--- src/pbm_pkg.sv ---
package pbm_pkg;

   ////////////////////////////////////////////////////////////////////////////
   // Port shape
   localparam int unsigned PBM_PINS   = 8;
   localparam int unsigned PBM_ADDR_W = 8;
   localparam int unsigned PBM_DATA_W = 32;

   ////////////////////////////////////////////////////////////////////////////
   // Register byte addresses on the APB
   localparam logic [7:0] PBM_OFS_OUTPUT    = 8'h00;
   localparam logic [7:0] PBM_OFS_INPUT     = 8'h04;
   localparam logic [7:0] PBM_OFS_DIRECTION = 8'h08;
   localparam logic [7:0] PBM_OFS_OPEN      = 8'h0C;
   localparam logic [7:0] PBM_OFS_PULLUP    = 8'h10;
   localparam logic [7:0] PBM_OFS_ANALOG    = 8'h14;
   localparam logic [7:0] PBM_OFS_FUNC_CTRL = 8'h18;
   localparam logic [7:0] PBM_OFS_SYNC_VAL  = 8'h1C;
   localparam logic [7:0] PBM_OFS_DRIVE_STS = 8'h20;

   ////////////////////////////////////////////////////////////////////////////
   // Reset values
   localparam logic [7:0] PBM_RST_OUTPUT    = 8'h00;
   localparam logic [7:0] PBM_RST_DIRECTION = 8'h00;
   localparam logic [7:0] PBM_RST_OPEN      = 8'h00;
   localparam logic [7:0] PBM_RST_PULLUP    = 8'hFF;
   localparam logic [7:0] PBM_RST_ANALOG    = 8'h00;
   localparam logic [7:0] PBM_RST_FUNC_CTRL = 8'h00;
   localparam logic [1:0] PBM_RST_SYNC_VAL  = 2'h0;

   ////////////////////////////////////////////////////////////////////////////
   // Function control and sync value register fields
   localparam int unsigned PBM_FC_PWM0    = 0;
   localparam int unsigned PBM_FC_PWM1    = 1;
   localparam int unsigned PBM_FC_SLOWCK  = 2;
   localparam int unsigned PBM_FC_CPUCK   = 3;
   localparam int unsigned PBM_FC_CPU_CLOCK_SELECT  = 4;
   localparam int unsigned PBM_FC_SYNC    = 5;
   localparam int unsigned PBM_FC_TX      = 6;
   localparam int unsigned PBM_FC_RX      = 7;
   localparam int unsigned PBM_SV_LINE0   = 0;
   localparam int unsigned PBM_SV_LINE1   = 1;

   ////////////////////////////////////////////////////////////////////////////
   // Pins owned by each function
   localparam int unsigned PBM_PIN_PWM0   = 0;
   localparam int unsigned PBM_PIN_PWM1   = 1;
   localparam int unsigned PBM_PIN_CPUCK  = 2;
   localparam int unsigned PBM_PIN_SLOWCK = 3;
   localparam int unsigned PBM_PIN_SYNC0  = 4;
   localparam int unsigned PBM_PIN_SYNC1  = 5;
   localparam int unsigned PBM_PIN_TX     = 6;
   localparam int unsigned PBM_PIN_RX     = 7;

   ////////////////////////////////////////////////////////////////////////////
   // Timing
   localparam int unsigned PBM_SYS_CLK_KHZ  = 50000;
   localparam int unsigned PBM_SLOW_CLK_KHZ = 16;
   localparam int unsigned PBM_CPU_LOW_KHZ  = 32;
   localparam int unsigned PBM_SLOW_HALF    = PBM_SYS_CLK_KHZ / (2 * PBM_SLOW_CLK_KHZ);
   localparam int unsigned PBM_CPU_LOW_HALF = PBM_SYS_CLK_KHZ / (2 * PBM_CPU_LOW_KHZ);
   localparam int unsigned PBM_DIV_W        = 11;

endpackage

--- src/pbm_port_mux.sv ---
// What this block does
// - An analog pin ignores function, open-drain and drive settings; output and direction only pick its line.
// - A non-analog pin with an enabled function takes its value or direction from that function.
// - Without analog or function a pin is plain digital I/O; start-up default.
// - Each pin attaches to the four-line analog bus by its analog select bit.
// - In analog mode the pull-up bit closes the analog switch; 0 is high impedance.
// - In analog mode direction and output bits pick the line, direction is MSB.
// - PWM0 and PWM1 enables drive pins 0 and 1 from the PWM signals.
// - Slow clock enable drives pin 3 with the 16 kHz clock from fmax.
// - Cpu clock enable drives pin 2 with the cpu clock.
// - The cpu clock on pin 2 follows the cpu clock select bit.
// - Sync serial enable makes pins 4 and 5 open-drain S0 and S1.
// - An output serial line drives its pin from its line value register.
// - Async transmit enable drives pin 6 as the transmit output.
// - Async receive enable uses pin 7 as the receive input.
// - Output, direction, open-drain, analog reset to 0; pull-ups reset to 1.
//
// Chosen here: the APB register port and the register offsets.
`timescale 1ns/100ps
module pbm_port_mux
   import pbm_pkg::*;
#(
   parameter int unsigned PINS = PBM_PINS
)(
   input  wire logic                  sys_clk,             // System clock, 50 MHz
   input  wire logic                  reset,               // Async reset, active high
   input  wire logic                  psel,                // APB select
   input  wire logic                  penable,             // APB enable
   input  wire logic                  pwrite,              // APB write
   input  wire logic [PBM_ADDR_W-1:0] paddr,               // APB byte address
   input  wire logic [PBM_DATA_W-1:0] pwdata,              // APB write data
   output logic      [PBM_DATA_W-1:0] prdata,              // APB read data
   output logic                       pready,              // APB ready
   output logic                       pslverr,             // APB error
   input  wire logic                  pwm0_level,          // PWM0 counter output
   input  wire logic                  pwm1_level,          // PWM1 counter output
   input  wire logic                  async_tx_level,      // Async serial transmit level
   output logic                       async_rx_level,      // Async serial receive level
   input  wire logic                  sync_line0_is_out,   // S0 is an output
   input  wire logic                  sync_line1_is_out,   // S1 is an output
   output logic                       sync_line0_level,    // Level seen on S0
   output logic                       sync_line1_level,    // Level seen on S1
   input  wire logic [PINS-1:0]       pad_in,              // Pad input levels
   output logic      [PINS-1:0]       pad_out,             // Pad output levels
   output logic      [PINS-1:0]       pad_oe,              // Pad driver enables
   output logic      [PINS-1:0]       pad_pullup_en,       // Pad pull-up enables
   output logic      [PINS-1:0]       pad_input_en,        // Pad input buffer enables
   output logic      [PINS-1:0]       ana_connect,         // Analog switch closed
   output logic      [2*PINS-1:0]     ana_line_sel         // Analog line, 2 bits a pin
);

   if (PINS != PBM_PINS) begin : g_pins_check
      $error("Function map is fixed to eight pins");
   end

   ////////////////////////////////////////////////////////////////////////////
   // Registers
   logic [7:0]      output_q;
   logic [7:0]      direction_q;
   logic [7:0]      open_q;
   logic [7:0]      pullup_q;
   logic [7:0]      analog_select_q;
   logic [7:0]      func_ctrl_q;
   logic [1:0]      sync_val_q;
   logic [7:0]      pad_in_meta_q;
   logic [7:0]      pad_in_q;
   logic [PBM_DATA_W-1:0] prdata_q;
   logic            pslverr_q;
   logic [PBM_DATA_W-1:0] rdata_d;
   logic            addr_ok_d;
   logic            setup;
   logic            wr_access;

   assign setup     = psel & ~penable;
   assign wr_access = psel & penable & pwrite;

   // Zero wait states: read data is captured in the setup cycle
   assign pready  = 1'b1;
   assign prdata  = prdata_q;
   assign pslverr = pslverr_q;

   always_comb begin
      rdata_d   = '0;
      addr_ok_d = 1'b1;
      unique case (paddr)
         PBM_OFS_OUTPUT:    rdata_d[7:0] = output_q;
         PBM_OFS_INPUT:     rdata_d[7:0] = pad_in_q;
         PBM_OFS_DIRECTION: rdata_d[7:0] = direction_q;
         PBM_OFS_OPEN:      rdata_d[7:0] = open_q;
         PBM_OFS_PULLUP:    rdata_d[7:0] = pullup_q;
         PBM_OFS_ANALOG:    rdata_d[7:0] = analog_select_q;
         PBM_OFS_FUNC_CTRL: rdata_d[7:0] = func_ctrl_q;
         PBM_OFS_SYNC_VAL:  rdata_d[1:0] = sync_val_q;
         PBM_OFS_DRIVE_STS: rdata_d[7:0] = pad_oe;
         default:           addr_ok_d    = 1'b0;
      endcase
   end

   always_ff @(posedge sys_clk or posedge reset) begin
      if (reset) begin
         prdata_q  <= 32'h0000_0000;
         pslverr_q <= 1'b0;
      end else if (setup) begin
         prdata_q  <= pwrite ? 32'h0000_0000 : rdata_d;
         pslverr_q <= ~addr_ok_d;
      end
   end

   always_ff @(posedge sys_clk or posedge reset) begin
      if (reset) begin
         output_q        <= PBM_RST_OUTPUT;
         direction_q     <= PBM_RST_DIRECTION;
         open_q          <= PBM_RST_OPEN;
         pullup_q        <= PBM_RST_PULLUP;
         analog_select_q <= PBM_RST_ANALOG;
      end else if (wr_access) begin
         if (paddr == PBM_OFS_OUTPUT)    output_q        <= pwdata[7:0];
         if (paddr == PBM_OFS_DIRECTION) direction_q     <= pwdata[7:0];
         if (paddr == PBM_OFS_OPEN)      open_q          <= pwdata[7:0];
         if (paddr == PBM_OFS_PULLUP)    pullup_q        <= pwdata[7:0];
         if (paddr == PBM_OFS_ANALOG)    analog_select_q <= pwdata[7:0];
      end
   end

   always_ff @(posedge sys_clk or posedge reset) begin
      if (reset) begin
         func_ctrl_q <= PBM_RST_FUNC_CTRL;
         sync_val_q  <= PBM_RST_SYNC_VAL;
      end else if (wr_access) begin
         if (paddr == PBM_OFS_FUNC_CTRL) func_ctrl_q <= pwdata[7:0];
         if (paddr == PBM_OFS_SYNC_VAL)  sync_val_q  <= pwdata[1:0];
      end
   end

   ////////////////////////////////////////////////////////////////////////////
   // Pad input synchroniser
   always_ff @(posedge sys_clk or posedge reset) begin
      if (reset) begin
         pad_in_meta_q <= 8'h00;
         pad_in_q      <= 8'h00;
      end else begin
         pad_in_meta_q <= pad_in;
         pad_in_q      <= pad_in_meta_q;
      end
   end

   // Idle level of an async line is high when the receiver is off
   always_ff @(posedge sys_clk or posedge reset) begin
      if (reset) begin
         async_rx_level   <= 1'b1;
         sync_line0_level <= 1'b1;
         sync_line1_level <= 1'b1;
      end else begin
         async_rx_level   <= func_ctrl_q[PBM_FC_RX] ? pad_in_q[PBM_PIN_RX] : 1'b1;
         sync_line0_level <= pad_in_q[PBM_PIN_SYNC0];
         sync_line1_level <= pad_in_q[PBM_PIN_SYNC1];
      end
   end

   ////////////////////////////////////////////////////////////////////////////
   // Function sources
   logic slow_clk;
   logic cpu_clk;

   pbm_clock_gen u_clock_gen (
      .sys_clk          (sys_clk),
      .reset            (reset),
      .cpu_clock_select (func_ctrl_q[PBM_FC_CPU_CLOCK_SELECT]),
      .slow_clk_q       (slow_clk),
      .cpu_clk_q        (cpu_clk)
   );

   logic [7:0] fn_val_en;
   logic [7:0] fn_val;
   logic [7:0] fn_dir_en;
   logic [7:0] fn_dir;
   logic [7:0] fn_open_en;
   logic       sync_en;

   assign sync_en = func_ctrl_q[PBM_FC_SYNC];

   // Clock and PWM outputs leave direction to software
   assign fn_val_en = {1'b0, func_ctrl_q[PBM_FC_TX], {2{sync_en}},
                       func_ctrl_q[PBM_FC_SLOWCK], func_ctrl_q[PBM_FC_CPUCK],
                       func_ctrl_q[PBM_FC_PWM1], func_ctrl_q[PBM_FC_PWM0]};
   assign fn_val    = {1'b0, async_tx_level, sync_val_q[PBM_SV_LINE1],
                       sync_val_q[PBM_SV_LINE0], slow_clk, cpu_clk,
                       pwm1_level, pwm0_level};
   assign fn_dir_en = {func_ctrl_q[PBM_FC_RX], func_ctrl_q[PBM_FC_TX],
                       {2{sync_en}}, 4'h0};
   assign fn_dir    = {1'b0, 1'b1, sync_line1_is_out, sync_line0_is_out, 4'h0};
   assign fn_open_en = {2'h0, {2{sync_en}}, 4'h0};

   ////////////////////////////////////////////////////////////////////////////
   // Per-pin priority resolve and pad flops
   genvar g;
   generate
      for (g = 0; g < PBM_PINS; g++) begin : gen_pin
         logic       r_out;
         logic       r_oe;
         logic       r_pu;
         logic       r_ien;
         logic       r_ana;
         logic [1:0] r_line;

         pbm_pin_resolve u_resolve (
            .analog_sel  (analog_select_q[g]),
            .pullup_bit  (pullup_q[g]),
            .dir_bit     (direction_q[g]),
            .out_bit     (output_q[g]),
            .open_bit    (open_q[g]),
            .fn_val_en   (fn_val_en[g]),
            .fn_val      (fn_val[g]),
            .fn_dir_en   (fn_dir_en[g]),
            .fn_dir      (fn_dir[g]),
            .fn_open_en  (fn_open_en[g]),
            .pad_out     (r_out),
            .pad_oe      (r_oe),
            .pad_pullup  (r_pu),
            .pad_in_en   (r_ien),
            .ana_connect (r_ana),
            .ana_line    (r_line)
         );

         // Pads are registered so they never glitch on a register write
         always_ff @(posedge sys_clk or posedge reset) begin
            if (reset) begin
               pad_out[g]              <= 1'b0;
               pad_oe[g]               <= 1'b0;
               pad_pullup_en[g]        <= 1'b1;
               pad_input_en[g]         <= 1'b1;
               ana_connect[g]          <= 1'b0;
               ana_line_sel[2*g +: 2]  <= 2'h0;
            end else begin
               pad_out[g]              <= r_out;
               pad_oe[g]               <= r_oe;
               pad_pullup_en[g]        <= r_pu;
               pad_input_en[g]         <= r_ien;
               ana_connect[g]          <= r_ana;
               ana_line_sel[2*g +: 2]  <= r_line;
            end
         end
      end
   endgenerate
endmodule // pbm_port_mux

--- src/pbm_clock_gen.sv ---
`timescale 1ns/100ps
module pbm_clock_gen
   import pbm_pkg::*;
(
   input  wire logic sys_clk,          // System clock
   input  wire logic reset,            // Async reset, active high
   input  wire logic cpu_clock_select, // 0: fast cpu clock, 1: 32 kHz
   output logic      slow_clk_q,       // 16 kHz square wave
   output logic      cpu_clk_q         // Cpu clock image
);

   logic [PBM_DIV_W-1:0] slow_cnt_q;
   logic [PBM_DIV_W-1:0] cpu_cnt_q;
   logic [1:0]           fast_cnt_q;
   logic                 cpu_low_q;

   if (PBM_SLOW_HALF >= (1 << PBM_DIV_W) || PBM_CPU_LOW_HALF >= (1 << PBM_DIV_W)
       || PBM_SLOW_HALF < 1 || PBM_CPU_LOW_HALF < 1) begin : g_div_check
      $error("Clock divider does not fit its counter");
   end

   // Derived from the fastest clock, free running
   always_ff @(posedge sys_clk or posedge reset) begin
      if (reset) begin
         slow_cnt_q <= '0;
         slow_clk_q <= 1'b0;
      end else if (slow_cnt_q == PBM_DIV_W'(PBM_SLOW_HALF - 1)) begin
         slow_cnt_q <= '0;
         slow_clk_q <= ~slow_clk_q;
      end else begin
         slow_cnt_q <= slow_cnt_q + 1'b1;
      end
   end

   always_ff @(posedge sys_clk or posedge reset) begin
      if (reset) begin
         cpu_cnt_q  <= '0;
         cpu_low_q  <= 1'b0;
         fast_cnt_q <= 2'h0;
      end else begin
         fast_cnt_q <= fast_cnt_q + 2'h1;
         if (cpu_cnt_q == PBM_DIV_W'(PBM_CPU_LOW_HALF - 1)) begin
            cpu_cnt_q <= '0;
            cpu_low_q <= ~cpu_low_q;
         end else begin
            cpu_cnt_q <= cpu_cnt_q + 1'b1;
         end
      end
   end

   // Select picks the fmax/4 image or the 32 kHz image
   always_ff @(posedge sys_clk or posedge reset) begin
      if (reset) begin
         cpu_clk_q <= 1'b0;
      end else begin
         cpu_clk_q <= cpu_clock_select ? cpu_low_q : fast_cnt_q[1];
      end
   end

endmodule // pbm_clock_gen

--- src/pbm_pin_resolve.sv ---
`timescale 1ns/100ps
module pbm_pin_resolve (
   input  wire logic analog_sel,  // Pin in analog mode
   input  wire logic pullup_bit,  // Pull-up / analog switch bit
   input  wire logic dir_bit,     // Direction bit, 1 = output
   input  wire logic out_bit,     // Output value bit
   input  wire logic open_bit,    // Open-drain bit
   input  wire logic fn_val_en,   // Function owns the value
   input  wire logic fn_val,      // Function value
   input  wire logic fn_dir_en,   // Function owns the direction
   input  wire logic fn_dir,      // Function direction
   input  wire logic fn_open_en,  // Function forces open drain
   output logic      pad_out,     // Level to drive
   output logic      pad_oe,      // Pad driver enable
   output logic      pad_pullup,  // Pull-up resistor on
   output logic      pad_in_en,   // Digital input buffer on
   output logic      ana_connect, // Analog switch closed
   output logic [1:0] ana_line    // Analog line number
);

   logic val;
   logic dir;
   logic od;

   always_comb begin
      val = fn_val_en ? fn_val : out_bit;
      dir = fn_dir_en ? fn_dir : dir_bit;
      od  = fn_open_en | open_bit;
      if (analog_sel) begin
         pad_out     = 1'b0;
         pad_oe      = 1'b0;
         pad_pullup  = 1'b0;
         pad_in_en   = 1'b0;
         ana_connect = pullup_bit;
         ana_line    = {dir_bit, out_bit};
      end else begin
         // Open drain drives only low
         pad_out     = od ? 1'b0 : val;
         pad_oe      = dir & ~(od & val);
         pad_pullup  = pullup_bit & ~(dir & ~(od & val));
         pad_in_en   = 1'b1;
         ana_connect = 1'b0;
         ana_line    = 2'h0;
      end
   end

endmodule // pbm_pin_resolve

--- config.mk ---
export PLATFORM = sky130hd
export DESIGN_NAME = pbm_port_mux
export DESIGN_NICKNAME = d
export VERILOG_FILES = /design/src/pbm_pkg.sv /design/src/pbm_port_mux.sv /design/src/pbm_clock_gen.sv /design/src/pbm_pin_resolve.sv
export SDC_FILE = /design/constraint.sdc
export NUM_CORES = 1
export LEC_CHECK = 0
export BUFFER_PORTS_ARGS = -buffer_cell sky130_fd_sc_hd__buf_2
export CAP_MARGIN = 20
export CORE_ASPECT_RATIO = 0.7
export CORE_MARGIN = 2
export CORE_UTILIZATION = 35
export CTS_BUF_LIST = sky130_fd_sc_hd__clkbuf_4 sky130_fd_sc_hd__clkbuf_8
export CTS_CLUSTER_DIAMETER = 30
export DETAILED_ROUTE_END_ITERATION = 8
export HOLD_SLACK_MARGIN = 0.15
export MAX_ROUTING_LAYER = met4
export PLACE_DENSITY_LB_ADDON = 0.3
export SLEW_MARGIN = 0
export SYNTH_ARGS = -nofsm -noshare
export SYNTH_HDL_FRONTEND = slang
export SYNTH_SLANG_ARGS = --single-unit
export TNS_END_PERCENT = 5
--- constraint.sdc ---
create_clock -name sys_clk -period 4.3 [get_ports sys_clk]
set_input_delay 0 -clock sys_clk [delete_from_list [all_inputs] [get_ports sys_clk]]
set_output_delay 0 -clock sys_clk [all_outputs]
set_load 0.005 [all_outputs]
==> flow_summary.toml, run 1 <==
[logic_synthesis]
synth_xor_area_frac = 0.0234
synth_edf_count = 0
netlist_instances = 522
yosys.area.top_type_share = 0.498
synth_area_um2 = 6730
ys_ff_latch = 161
yosysSeqAreaShare = 0.603
syn_area_per_cell_um2 = 12.9
yosysTopAreaCell = "dfrtp_1"
synthAdderAreaFrac = 0.00743
yosys_warnings = 0
ys.flop_type = "dfrtp_1"
yosysUniqueCellTypes = 62
synth_top_family_by_area = "simple AND/OR/NAND/NOR gates"
synthSimpleGateAreaFrac = 0.138
synth_compound_area_frac = 0.0565
synthTopCellsByArea = "dfrtp_1 50%, dfstp_2 11%, mux2_2 9.5%"
synthMuxAreaShare = 0.124
postSynth.asyncResetShare = 1.00

[global_routing]
antenna_found_initial = 0
track_usage = 0.165
grt_pass1_vias = 4573
grt_max_degree = 149
overflow = 0
grt_first_pass_wirelength_um = 24500

[finish]
diodes = 0
layout_common_cells = "134 x dfrtp_1, 101 x buf_2, 57 x mux2_2"
fillers = 1797
layout_commonest_cell = "dfrtp_1"
area_growth_pct = 20.5
layout-drive-gt1-share = 0.346
final_nets = 722

[cts]
cts_hold_buf = 32
htreeDepth = 4
cts_tree = "yes"
cts_buffers = 17
cts_resized = 0
cts_root_buffer = "clkbuf_8"
clkLatencyLatePin_ns = 0.46
clk_pin_slew_ns = 0.08
clk_path_buf_depth = 2
postCtsSetupBuffers = 0
cts.sink_count = 161

[floorplanning]
row_count = 42
io_pins = 151
die_w_um = 170
initial_core_util = 0.357
core_um2 = 18900
fp.dieArea_um2 = 20400
dieHeight_um = 120

[place]
dp_hpwl_um = 10500
pre_cts_ws_ns = 1.92
placement.io_buffers = 101
gp_congestion = 0.775

[detailed_routing]
wire_per_inst_um = 17.0
drc = 0
drt_wl_total_um = 15500
first_iter_violations = 304
drtPass1Iterations = 4
vias = 4405
routed_via_density = 4.81
ant_nets = 0

[critical_path]
critPathBufInv = 3
worstPathRequired_ns = 4.70
cp-start-kind = "input pin"
crit_family = "buffers and inverters"
worstPathCellList = "dlygate4sd3_1, buf_2, or4_4, dlygate4sd3_1, nor4b_1, a21o_1, a32oi_1, nand2_1"
cp-end-kind = "register"
critPathSlowestCell = "nor4b_1"
worst-path-max-fanout = 6
max_stage_delay_ns = 0.68
crit_type = "input pin to register"
worstPathArrival_ns = 2.95
cpMostUsedCell = "dlygate4sd3_1"

[timing]
slew_viol_final = 0
fin_setup_tns_ns = 0
slew_headroom = 0.383
fmax_ghz = 0.392
fin_crit_sh = 0.593
finalClockSkew_ns = 0.00962
hold_violations = 0
period_minus_slack_ns = 2.55
worst_slew_pin_slew_ns = 0.919
setup_viol = 0
setup_ws_ns = 1.75
rsz0062_at_grt = "false"

[power]
pwr-share-seq = 0.559
sw_frac_of_total = 0.235
p_leak_uw = 0.00389
pwr_density_cell_nw_per_um2 = 343
power.internal_uw = 2130
pwr-share-clk = 0.388
peakVddDrop_mv = 0.152
switching_power_uw = 653
combPwrFrac = 0.053

[min_path]
min_path_type = "input pin to register"

[flow_run]
drv_cap = 0

[outcome]
status = "completed"
==> cells by family (layout without fill, tap and decap cells) <==
kind of cell / Yosys count / in the layout
flip-flops: 161 / 161
AND/OR/NAND/NOR: 155 / 155
multiplexers: 71 / 71
buffers and inverters: 56 / 184
AO/OA/AOI/OAI: 55 / 55
XOR/XNOR: 18 / 18
adder cells (fa/ha/maj): 4 / 4
other: 2 / 25
==> layer usage <==
metal	vias up	routed length, um	global-route usage
li1	2049	-	-
met1	2201	7840	0.236
met2	138	6690	0.230
met3	17	765	0.0343
met4	0	250	0.0657
met5	-	0	-
==> cell usage after synthesis, types with 3 or more instances <==
library cell / instances
inv_1: 18
mux4_2: 4
nand3_2: 3
nor4bb_1: 3
nand3b_1: 4
a32oi_1: 6
nor2_1: 21
and3_1: 6
nand4_1: 3
a21oi_1: 5
nand3_1: 14
and2_1: 31
ha_1: 4
nor2b_1: 7
buf_1: 3
nor4b_1: 3
buf_4: 25
mux2i_1: 10
nor3b_1: 14
dfrtp_1: 134
xor2_1: 10
a221oi_1: 3
nand2b_1: 4
clkbuf_1: 8
a21boi_0: 5
xnor2_1: 8
o21ai_0: 18
dfstp_2: 27
mux2_2: 57
nand2_1: 27
==> worst reg2reg max path, stage by stage, from the launching register on <==
cell and delay [ns]:
dfrtp_1 0.42, or4_1 0.55, nor3_2 0.43, a31oi_1 0.08, o21ai_0 0.18, o21ai_0 0.10
==> through the flow <==
step	util	total power, uW	hold WS (ns)	instances	cell area (um2)
global placement	0.393	1710	-0.0191	851	7410
floorplan	-	1670	0.0314	545	6820
detailed placement	0.393	1710	-0.0157	851	7410
global route	0.430	2900	0.158	915	8110
CTS	0.430	2810	0.153	915	8110
finish	0.430	2780	0.181	915	8110
==> area by class of cell <==
cell class                      instances  area, um2  share of cell area
Multi-Input combinational cell        328       2450               0.301
Clock inverter                          9       81.3              0.0100
Sequential cell                       161       4060               0.501
Timing Repair Buffer                  134        846               0.104
Clock buffer                           23        304              0.0375
Inverter                               18       71.3             0.00879
Tap cell                              242        303              0.0373
==> state kept, by name, indices dropped and copies added, names as in the netlist, 8 cells and up <==
name                    count
ana_connect                 8
ana_line_sel               16
analog_select_q             8
direction_q                 8
func_ctrl_q                 8
open_q                      8
output_q                    8
pad_in_meta_q               8
pad_in_q                    8
pad_input_en                8
pad_oe                      8
pad_out                     8
pad_pullup_en               8
prdata                      8
pullup_q                    8
u_clock_gen.cpu_cnt_q      11
u_clock_gen.slow_cnt_q     11
==> power groups by stage <==
stage | sequential, uW | combinational [uW] | clock, uW
after floorplan | 1580 | 90.8 | 0
after CTS | 1550 | 150 | 1110
after global placement | 1580 | 124 | 0
after detailed placement | 1580 | 126 | 0
after global routing | 1560 | 165 | 1180
final | 1550 | 147 | 1080
==> final timing paths <==
kind / startpoint / endpoint / slack, ns / cells past startpoint
setup / recovery: paddr[6] / prdata[5] / 1.75 / 8
hold / removal: pad_in[6] / pad_in_meta_q[6] / 0.18 / 2
setup reg to reg: u_clock_gen.cpu_cnt_q[5] / u_clock_gen.cpu_cnt_q[9] / 2.44 / 5
hold reg to reg: pad_in_meta_q[1] / pad_in_q[1] / 0.36 / 0
max in group asynchronous: reset / pad_in_meta_q[7] / 2.54 / 5
min in group asynchronous: reset / u_clock_gen.slow_cnt_q[6] / 0.64 / 4
(Power assumes the default switching activity.)
==> inputs of run 2 (changes only) <==
==> constraint.sdc (replaced) <==
create_clock -name sys_clk -period 2.3 [get_ports sys_clk]
set_input_delay 0 -clock sys_clk [delete_from_list [all_inputs] [get_ports sys_clk]]
set_output_delay 0 -clock sys_clk [all_outputs]
set_load 0.005 [all_outputs]
==> run 2 against run 1 <==
  * Die area did not move
  * Sequential share of layout area fell by 1.1 points
  * Non-clock buffer count rose by 14
  * Final cell count is 1.5% higher
  * Clock-buffer cell count did not move
  * Power grew 98%
  * Register-to-register slack worse by 1.7 ns
  * Critical path depth fell by 1
  * Setup slack worse by 1.6 ns
  * Global-route usage rose by 0.17 points
  * Largest power group unchanged
==> flow_summary.toml, run 2 (synthesis gave the netlist of run 1 again) <==
[outcome]
status = "completed"

[finish]
final_nets = 736
layout_commonest_cell = "dfrtp_1"
layout-drive-gt1-share = 0.358
area_growth_pct = 23.3
largestRegisters = "ana_line_sel x16, u_clock_gen.cpu_cnt_q x11, u_clock_gen.slow_cnt_q x11"
design_area_um2 = 8300
diodes = 0
layout_common_cells = "134 x dfrtp_1, 101 x buf_2, 57 x mux2_2"
regMostFlops = "ana_line_sel"
largest_register_ffs = 16

[timing]
period_minus_slack_ns = 2.14
fin_setup_tns_ns = 0
worst_slew_pin_slew_ns = 0.681
slew_headroom = 0.545
hold_slack_ns = 0.190
finalClockSkew_ns = 0.0140
setup_viol = 0
slew_viol_final = 0
fmax_ghz = 0.467
rsz0062_at_grt = "false"
fin_crit_sh = 0.930
hold_violations = 0

[global_routing]
grt_max_degree = 61
overflow = 0
grt_pass1_vias = 4453
track_usage = 0.167
antenna_found_initial = 0
grt_first_pass_wirelength_um = 24800

[floorplanning]
core_um2 = 18900
die_w_um = 170
dieHeight_um = 120
initial_core_util = 0.357
fp.dieArea_um2 = 20400
io_pins = 151
row_count = 42

[detailed_routing]
vias = 4430
first_iter_violations = 228
drt_wl_total_um = 15500
routed_via_density = 4.77
drc = 0
ant_nets = 0
drtPass1Iterations = 4
wire_per_inst_um = 16.7

[cts]
clk_path_buf_depth = 2
cts_resized = 0
postCtsSetupBuffers = 0
clkLatencyLatePin_ns = 0.45
cts_root_buffer = "clkbuf_8"
cts_tree = "yes"
cts_hold_buf = 33
cts_buffers = 17
cts.sink_count = 161
clk_pin_slew_ns = 0.08
htreeDepth = 4

[critical_path]
reg2reg_from = "u_clock_gen.cpu_cnt_q[5]"
worstPathRequired_ns = 2.64
crit_start = "paddr[1]"
timing.rr.end = "u_clock_gen.cpu_cnt_q[9]"
r2r_setup_slack_ns = 0.73
critPathBufInv = 2
cp-start-kind = "input pin"
crit_type = "input pin to register"
worstPathArrival_ns = 2.48
cp-end-kind = "register"
max_stage_delay_ns = 0.57
worst-path-max-fanout = 8
crit_family = "simple AND/OR/NAND/NOR gates"
worstPathCellList = "dlygate4sd3_1, buf_2, or4_4, or2_1, nor2_4, nand3_2, mux2_2"
reg2reg_depth = 5
critPathSlowestCell = "or4_4"

[power]
switching_power_uw = 1200
total_power_uw = 5500
p_leak_uw = 0.00400
pwr_density_cell_nw_per_um2 = 663
pwr-share-clk = 0.419
sw_frac_of_total = 0.218
pwr-share-seq = 0.528
combPwrFrac = 0.052
power.internal_uw = 4300
peakVddDrop_mv = 0.271

[place]
place_area_um2 = 7520
placement.io_buffers = 101
gp_congestion = 0.810
dp_hpwl_um = 10900

[flow_run]
drv_cap = 0

[min_path]
min_path_type = "input pin to register"
hold_end = "pad_in_meta_q[6]"
worst_hold_path.num_cells = 2
min-delay-start = "pad_in[6]"
[run 2: final cells by class]
cell class | count | area, um2
inverters | 18 | 71.3
fillers | 1723 | 10600
multi-input cells | 328 | 2450
repair buffers | 148 | 966
clock buffers | 23 | 298
well taps | 242 | 303
flip-flops and latches | 161 | 4060
clock inverters | 9 | 154
[run 2: stage by stage]
stage	utilization	worst slack, ns	instances
3_5_place_dp	0.399	0.254	864
4_1_cts	0.440	0.206	929
3_3_place_gp	0.399	0.290	864
2_1_floorplan	-	0.279	545
5_1_grt	0.440	0.112	929
6_report	0.440	0.160	929
[run 2: power by group through the flow]
| stage | Clock, uW | Combinational (uW) | Sequential, uW |
|---|---|---|---|
| floorplan | 0 | 170 | 2950 |
| global placement | 0 | 242 | 2960 |
| detailed placement | 0 | 245 | 2960 |
| CTS | 2390 | 291 | 2910 |
| global route | 2520 | 323 | 2910 |
| finish | 2310 | 287 | 2910 |
[run 2: how the worst max path moves through the flow]
stage,to,slack (ns),depth (start not counted)
3_3_place_gp,analog_select_q[3],0.29,6
4_1_cts,analog_select_q[3],0.21,7
6_report,analog_select_q[3],0.16,7
3_5_place_dp,analog_select_q[3],0.25,6
2_1_floorplan,ana_connect[0],0.28,1
5_1_grt,analog_select_q[5],0.11,7
[run 2: metal layers]
| layer | GRT usage | part of all wire | vias up |
|---|---|---|---|
| li1 | - | - | 2077 |
| met1 | 0.239 | 0.50 | 2201 |
| met2 | 0.233 | 0.43 | 143 |
| met3 | 0.0333 | 0.061 | 9 |
| met4 | 0.0657 | 0.0095 | 0 |
| met5 | - | 0 | - |
